==> config.mk <==
export PLATFORM = sky130hd
export DESIGN_NAME = jts_tap
export DESIGN_NICKNAME = d
export VERILOG_FILES = /design/src/jts_pkg.sv /design/src/jts_sync.sv /design/src/jts_tap.sv
export SDC_FILE = /design/constraint.sdc
export NUM_CORES = 1
export LEC_CHECK = 0
export BUFFER_PORTS_ARGS = -buffer_cell sky130_fd_sc_hd__buf_2
export CAP_MARGIN = 30
export CORE_ASPECT_RATIO = 1.5
export CORE_MARGIN = 10
export CORE_UTILIZATION = 65
export CTS_BUF_LIST = sky130_fd_sc_hd__clkbuf_8
export DETAILED_ROUTE_END_ITERATION = 10
export PLACE_DENSITY = 0.86
export SLEW_MARGIN = 15
export SYNTH_ARGS = -nofsm -noshare
export SYNTH_HDL_FRONTEND = slang
export SYNTH_SLANG_ARGS = --single-unit
==> constraint.sdc <==
create_clock -name clk -period 2.73 [get_ports clk]
set_input_delay 0.1365 -clock clk [delete_from_list [all_inputs] [get_ports clk]]
set_output_delay 0.1365 -clock clk [all_outputs]
set_load 0.03 [all_outputs]
==> src/jts_pkg.sv <==
// test access port package: constants, state type and pin bundles
// assumes one system clock that oversamples the test clock pins
//
// Function
// - sample tdi and tms on rising tck
// - change tdo only on falling tck
// - advance tap state on rising tck
// - capture-ir loads 10000001 into shifter
// - enable tdo on falling edge in shift
// - shift only in shift-ir or shift-dr
// - one instruction bit per rising edge
// - captured pattern leaves on tdo serially
// - final bit shifts entering exit1-ir
// - tdo high impedance after exit1 falling
// - all ones selects the bypass instruction
// - update-ir loads instruction on falling edge
// - bypass captures zero leaving capture-dr
// - bypass path delays data one bit
// - update-dr loads update stage falling edge
// - bypass keeps flip-flops in normal mode
package jts_pkg;

  // ==========================================================
  // instruction register
  localparam int unsigned IR_WIDTH   = 8;
  localparam logic [7:0]  IR_CAPTURE = 8'h81;       // fixed capture pattern
  localparam logic [7:0]  IR_BYPASS  = 8'hff;       // all ones selects bypass
  localparam logic [7:0]  IR_DEFAULT = IR_BYPASS;   // loaded in reset state

  // ==========================================================
  // pin sampling
  localparam int unsigned SYNC_STAGES = 3;          // flops on each pin input

  // ==========================================================
  // tap controller states
  typedef enum logic [3:0] {
    TLR, RTI, SELDR, CAPDR, SHDR, EX1DR, PAUDR, EX2DR, UPDDR,
    SELIR, CAPIR, SHIR, EX1IR, PAUIR, EX2IR, UPDIR
  } jts_state_type;

  // ==========================================================
  // pin bundles
  typedef struct packed {
    logic tck;     // test clock from the controller
    logic tms;     // mode select
    logic tdi;     // serial data in
  } jts_pins_type;

  typedef struct packed {
    logic data;    // serial data out level
    logic oe;      // high while the device drives the pin
  } jts_tdo_type;

endpackage

==> src/jts_sync.sv <==
// three-stage pin synchroniser with agreement filter
// assumes asynchronous pins; output follows once stages two and three agree
`timescale 1ns/1ps
module jts_sync
  import jts_pkg::*;
(
  // clock and reset
  input  wire logic               clk,
  input  wire logic               srst,
  // pins and filtered levels
  input  wire jts_pkg::jts_pins_type pinIn,
  output jts_pkg::jts_pins_type   pinLvl
);
  import jts_pkg::*;

  // ==========================================================
  // synchroniser chain
  jts_pins_type stage1_r;   // read only by stage2_r
  jts_pins_type stage2_r;
  jts_pins_type stage3_r;
  jts_pins_type level_r;    // filtered level

  // chain shift; stage one metastability is kept away from logic
  always_ff @(posedge clk) begin
    if (srst) begin
      stage1_r <= '0;
      stage2_r <= '0;
      stage3_r <= '0;
    end else begin
      stage1_r <= pinIn;
      stage2_r <= stage1_r;
      stage3_r <= stage2_r;
    end
  end

  // per-bit agreement filter; a one-sample glitch never reaches the tap
  always_ff @(posedge clk) begin
    if (srst) begin
      level_r <= '0;
    end else begin
      for (int i = 0; i < 3; i++) begin
        if (stage2_r[i] == stage3_r[i]) begin
          level_r[i] <= stage3_r[i];
        end
      end
    end
  end

  assign pinLvl = level_r;

endmodule

==> src/jts_tap.sv <==
// test access port: tap controller, instruction register, bypass register, tdo drive
// assumes tck is a slow pin oversampled by clk; tms and tdi settle a half tck before rise
`timescale 1ns/1ps
module jts_tap
  import jts_pkg::*;
(
  // clock and reset
  input  wire logic                  clk,
  input  wire logic                  srst,
  // test pins from the controller
  input  wire jts_pkg::jts_pins_type pins,
  // test data out, split into level and enable
  output jts_pkg::jts_tdo_type       tdoPin,
  // status toward the flip-flop core
  output jts_pkg::jts_state_type     tapState,
  output logic                       normalMode,
  output logic                       drUpdateBit
);
  import jts_pkg::*;

  // ==========================================================
  // next state of the sixteen state controller
  function automatic jts_state_type tapNext(input jts_state_type s, input logic tms);
    jts_state_type n;
    n = s;
    case (s)
      TLR:     n = tms ? TLR   : RTI;
      RTI:     n = tms ? SELDR : RTI;
      SELDR:   n = tms ? SELIR : CAPDR;
      CAPDR:   n = tms ? EX1DR : SHDR;
      SHDR:    n = tms ? EX1DR : SHDR;
      EX1DR:   n = tms ? UPDDR : PAUDR;
      PAUDR:   n = tms ? EX2DR : PAUDR;
      EX2DR:   n = tms ? UPDDR : SHDR;
      UPDDR:   n = tms ? SELDR : RTI;
      SELIR:   n = tms ? TLR   : CAPIR;
      CAPIR:   n = tms ? EX1IR : SHIR;
      SHIR:    n = tms ? EX1IR : SHIR;
      EX1IR:   n = tms ? UPDIR : PAUIR;
      PAUIR:   n = tms ? EX2IR : PAUIR;
      EX2IR:   n = tms ? UPDIR : SHIR;
      UPDIR:   n = tms ? SELDR : RTI;
      default: n = TLR;
    endcase
    return n;
  endfunction

  // ==========================================================
  // pin sampling and tck edge detection
  jts_pins_type  pinLvl;       // filtered pin levels
  logic          tckPrev_r;    // filtered tck one clk ago
  logic          tckRise;      // one clk pulse per rising tck
  logic          tckFall;      // one clk pulse per falling tck

  jts_sync u_sync (
    .clk    (clk),
    .srst   (srst),
    .pinIn  (pins),
    .pinLvl (pinLvl)
  );

  // previous tck level; tms and tdi share the same latency so they line up
  always_ff @(posedge clk) begin
    if (srst) begin
      tckPrev_r <= 1'b0;
    end else begin
      tckPrev_r <= pinLvl.tck;
    end
  end

  assign tckRise = pinLvl.tck & ~tckPrev_r;
  assign tckFall = ~pinLvl.tck & tckPrev_r;

  // ==========================================================
  // tap controller state
  jts_state_type state_r;      // current state
  jts_state_type state_nxt;    // state after the coming rising tck

  assign state_nxt = tapNext(state_r, pinLvl.tms);

  // state moves only on a rising tck, by the sampled tms
  always_ff @(posedge clk) begin
    if (srst) begin
      state_r <= TLR;
    end else if (tckRise) begin
      state_r <= state_nxt;
    end
  end

  // ==========================================================
  // instruction register
  logic [7:0] irShift_r;       // serial shifter
  logic [7:0] irActive_r;      // active instruction
  logic       bypassSel;       // bypass instruction in force

  // capture and shift on the rising tck leaving the state
  always_ff @(posedge clk) begin
    if (srst) begin
      irShift_r <= IR_CAPTURE;
    end else if (tckRise) begin
      if (state_r == CAPIR) begin
        irShift_r <= IR_CAPTURE;
      end else if (state_r == SHIR) begin
        // lsb leaves first; the last bit moves on the edge into exit1
        irShift_r <= {pinLvl.tdi, irShift_r[7:1]};
      end
    end
  end

  // reset state wins over any update; update-ir acts on falling tck
  always_ff @(posedge clk) begin
    if (srst) begin
      irActive_r <= IR_DEFAULT;
    end else if (state_r == TLR) begin
      irActive_r <= IR_DEFAULT;
    end else if (tckFall && state_r == UPDIR) begin
      irActive_r <= irShift_r;
    end
  end

  // every opcode other than all ones selects bypass too, since no other
  // data register is built here; only all ones also keeps normal mode
  assign bypassSel  = (irActive_r == IR_BYPASS);
  assign normalMode = bypassSel;

  // ==========================================================
  // bypass register and its update stage
  logic bypass_r;              // single-bit bypass cell
  logic drUpd_r;               // update stage of the selected data register

  // capture zero, then one-bit delay line while shifting
  always_ff @(posedge clk) begin
    if (srst) begin
      bypass_r <= 1'b0;
    end else if (tckRise) begin
      if (state_r == CAPDR) begin
        bypass_r <= 1'b0;
      end else if (state_r == SHDR) begin
        bypass_r <= pinLvl.tdi;
      end
    end
  end

  // update stage loads on falling tck in update-dr
  always_ff @(posedge clk) begin
    if (srst) begin
      drUpd_r <= 1'b0;
    end else if (tckFall && state_r == UPDDR) begin
      drUpd_r <= bypass_r;
    end
  end

  assign drUpdateBit = drUpd_r;

  // ==========================================================
  // tdo drive, changed only on falling tck
  logic tdoData_r;             // tdo level
  logic tdoOe_r;               // tdo enable

  // enable in shift states, float everywhere else incl. exit1 and reset
  always_ff @(posedge clk) begin
    if (srst) begin
      tdoData_r <= 1'b0;
      tdoOe_r   <= 1'b0;
    end else if (tckFall) begin
      case (state_r)
        SHIR: begin
          tdoData_r <= irShift_r[0];
          tdoOe_r   <= 1'b1;
        end
        SHDR: begin
          tdoData_r <= bypass_r;
          tdoOe_r   <= 1'b1;
        end
        default: begin
          tdoOe_r   <= 1'b0;
        end
      endcase
    end
  end

  // one driver for the whole bundle keeps the output a single writer
  assign tdoPin      = '{data: tdoData_r, oe: tdoOe_r};
  assign tapState    = state_r;
endmodule

==> results.json <==
{
  "finalPower_w": 0.000958,
  "syn_avg_cell_area_um2": 8.97,
  "ys_seq_elements": 37,
  "synth.area.mux_share_pct": 6.49,
  "worst_slew_margin_rel_pct": 62.0,
  "portBuffers": 12,
  "setup_violations": 0,
  "finalCritPeriodShare_pct": 68.9,
  "synth-xor-area-share_pct": 0,
  "tightest_slew_ns": 0.569,
  "via_count": 1223,
  "drt_first_pass_iters": 4,
  "p_int_w": 0.000758,
  "ctsResizeCount": 0,
  "avgRoutedWirePerCell_um": 14.1,
  "setup_ws_ns": 0.849,
  "crit_family": "simple AND/OR/NAND/NOR gates",
  "cap_viol_max_count": 0,
  "synthSimpleGateAreaFrac_pct": 23.8,
  "rows": 21,
  "core_um2": 2260,
  "start_util_pct": 69.1,
  "io_pins": 13,
  "min_period_ns": 1.88,
  "slowest_stage": "dfxtp_1",
  "cp-start-kind": "register",
  "final_cell_mix": "37 x dfxtp_1, 21 x nand2_1, 14 x nor2b_1",
  "p_per_area_nw_per_um2": 573,
  "final_common_cell": "dfxtp_1",
  "regArea_um2": 741,
  "postRouteAntennaNets": 0,
  "drtIter0Drc": 40,
  "cts_inserted_buffers": 5,
  "p_leak_nw": 0.601,
  "finalSetupTns_ns": 0,
  "status": "completed",
  "path_cells": "nand2_1 -> nor3_4 -> mux2i_1 -> nand2_1",
  "sw_frac_of_total_pct": 20.9,
  "synth_compound_area_share_pct": 16.8,
  "synth_top_family_by_area": "simple AND/OR/NAND/NOR gates",
  "dp_hpwl_mm": 2.08,
  "drcViolationCount": 0,
  "vdd_drop_max_mv": 0.378,
  "grt_usage_pct": 12.9,
  "ctsHtreeMaxLevel": 2,
  "cp_slowest_stage_delay_ns": 0.68,
  "endpoint_kind": "register",
  "fp.dieArea_um2": 4800,
  "path_clk_slew_ns": 0.07,
  "drive_gt1_share_pct": 14.0,
  "clock_power_share_pct": 40.9,
  "comb_power_share_pct": 1.7,
  "synthArstFlopShare_pct": 0,
  "cp_max_fo": 20,
  "crit_top_cell": "nand2_1",
  "synth_cell_types": 39,
  "netlist_area_um2": 1560,
  "worstPathArrival_ns": 2.04,
  "drt_wl_total_mm": 2.85,
  "cts-root-buf": "clkbuf_8",
  "grt_pass1_vias": 1106,
  "post-route-util_pct": 74.0,
  "synthFlopType": "dfxtp_1",
  "cts_setup_buffers": 0,
  "worstPathRequired_ns": 2.89,
  "grt_pass1_wl_mm": 4.84,
  "fin_skew_ns": 0.0119,
  "hold_path_class": "input port to register",
  "dieHeight_um": 80.0,
  "n_antenna_cell": 0,
  "synthToLayoutAreaGrowth_pct": 7.13,
  "fill_cells": 186,
  "grt_overflow": 0,
  "worst-path-buf-inv": 0,
  "drt-vias-per-instance": 6.05,
  "rsz0062_at_grt": "false",
  "synth_adder_area_share_pct": 0,
  "grt_max_degree": 31,
  "clockBufferDepth": 2,
  "p_sw_w": 0.000200,
  "syn_inst": 174,
  "dp_slack_ns": 0.845,
  "clock.fmax_mhz": 532,
  "drv_slew": 0,
  "clock_sinks": 37,
  "p_seq_share_pct": 57.4,
  "yosys_warnings": 0,
  "final-hold-violation-count": 0,
  "crit_type": "register to register",
  "holdBufCountCts": 0,
  "multiInputGateArea_um2": 736,
  "gp_congestion": 0.830,
  "die-width_um": 60.0,
  "synth-edff-count": 0,
  "nets": 183,
  "seq_area_frac_synth_pct": 47.4,
  "syn-num-nets": 179,
  "antenna_found_initial": 0,
  "worst_skew_pair.late_latency_ns": 0.29,
  "cts_tree": "built"
}
[state kept, by name, summed over array words and instances, names as in the netlist]
signal	flops
u_sync.stage1_r	3
tdoOe_r	1
bypass_r	1
irActive_r	8
tckPrev_r	1
irShift_r	8
u_sync.stage3_r	3
u_sync.pinLvl	3
tapState	4
tdoData_r	1
u_sync.stage2_r	3
drUpdateBit	1
[per-layer routing]
layer,share of wire (%),track usage [%]
met1,40,13.6
met2,53,21.2
met3,4.1,4.78
met4,3.3,7.21
met5,0,0
[per-stage QoR]
step / instances / hold slack, ns / cell area (um2)
after floorplan: 174 / 0.265 / 1560
after global placement: 194 / 0.346 / 1580
after detailed placement: 194 / 0.353 / 1580
after CTS: 202 / 0.0455 / 1670
after global routing: 202 / 0.0791 / 1670
final: 202 / 0.0484 / 1670
[final cells by class]
cell class	instances	area share, %
clock buffer	6	4.94
clock inverter	2	0.823
inverter	3	0.673
multi-input combinational	119	44.0
sequential	37	44.3
tap	23	1.72
timing repair buffer	12	3.59
[logic make-up (layout without fill, tap and decap cells)]
group,Yosys count,in the layout
flops,37,37
simple gates,69,69
compound gates,40,40
buf+inv,18,23
mux,10,10
[power by group through the flow]
| stage | Combinational, W | Clock, W | Sequential, W |
|---|---|---|---|
| CTS | 0.0000166 | 0.000400 | 0.000550 |
| floorplan | 0.0000130 | 0 | 0.000561 |
| global placement | 0.0000166 | 0 | 0.000562 |
| detailed placement | 0.0000166 | 0 | 0.000563 |
| global route | 0.0000192 | 0.000425 | 0.000551 |
| finish | 0.0000163 | 0.000391 | 0.000550 |
[synthesized netlist by cell type (3+ instances only)]
library cell | instances | area (um2)
a22oi_1 | 5 | 37.5
nand2_1 | 21 | 78.8
inv_1 | 3 | 11.3
mux2i_1 | 9 | 90.1
a211oi_1 | 3 | 22.5
nor2b_1 | 14 | 87.6
dfxtp_1 | 37 | 741
clkbuf_1 | 10 | 37.5
a21oi_1 | 9 | 45.0
nand2b_1 | 6 | 37.5
o21ai_0 | 11 | 55.1
nor2_1 | 12 | 45.0
[worst paths after layout]
| kind | from | endpoint | slack (ns) | cells after the start |
|---|---|---|---|---|
| hold reg to reg | u_sync.stage1_r[2]$_SDFF_PP0_ | u_sync.stage2_r[2]$_SDFF_PP0_ | 0.44 | 1 |
| hold / removal | pins[0] | u_sync.stage1_r[0]$_SDFF_PP0_ | 0.05 | 2 |
| setup reg to reg | tapState[0]$_SDFFE_PP0P_ | irActive_r[0]$_SDFFE_PP1P_ | 0.85 | 4 |
| setup / recovery | tapState[0]$_SDFFE_PP0P_ | irActive_r[0]$_SDFFE_PP1P_ | 0.85 | 4 |
No activity file was read; power rests on OpenSTA's default activity.
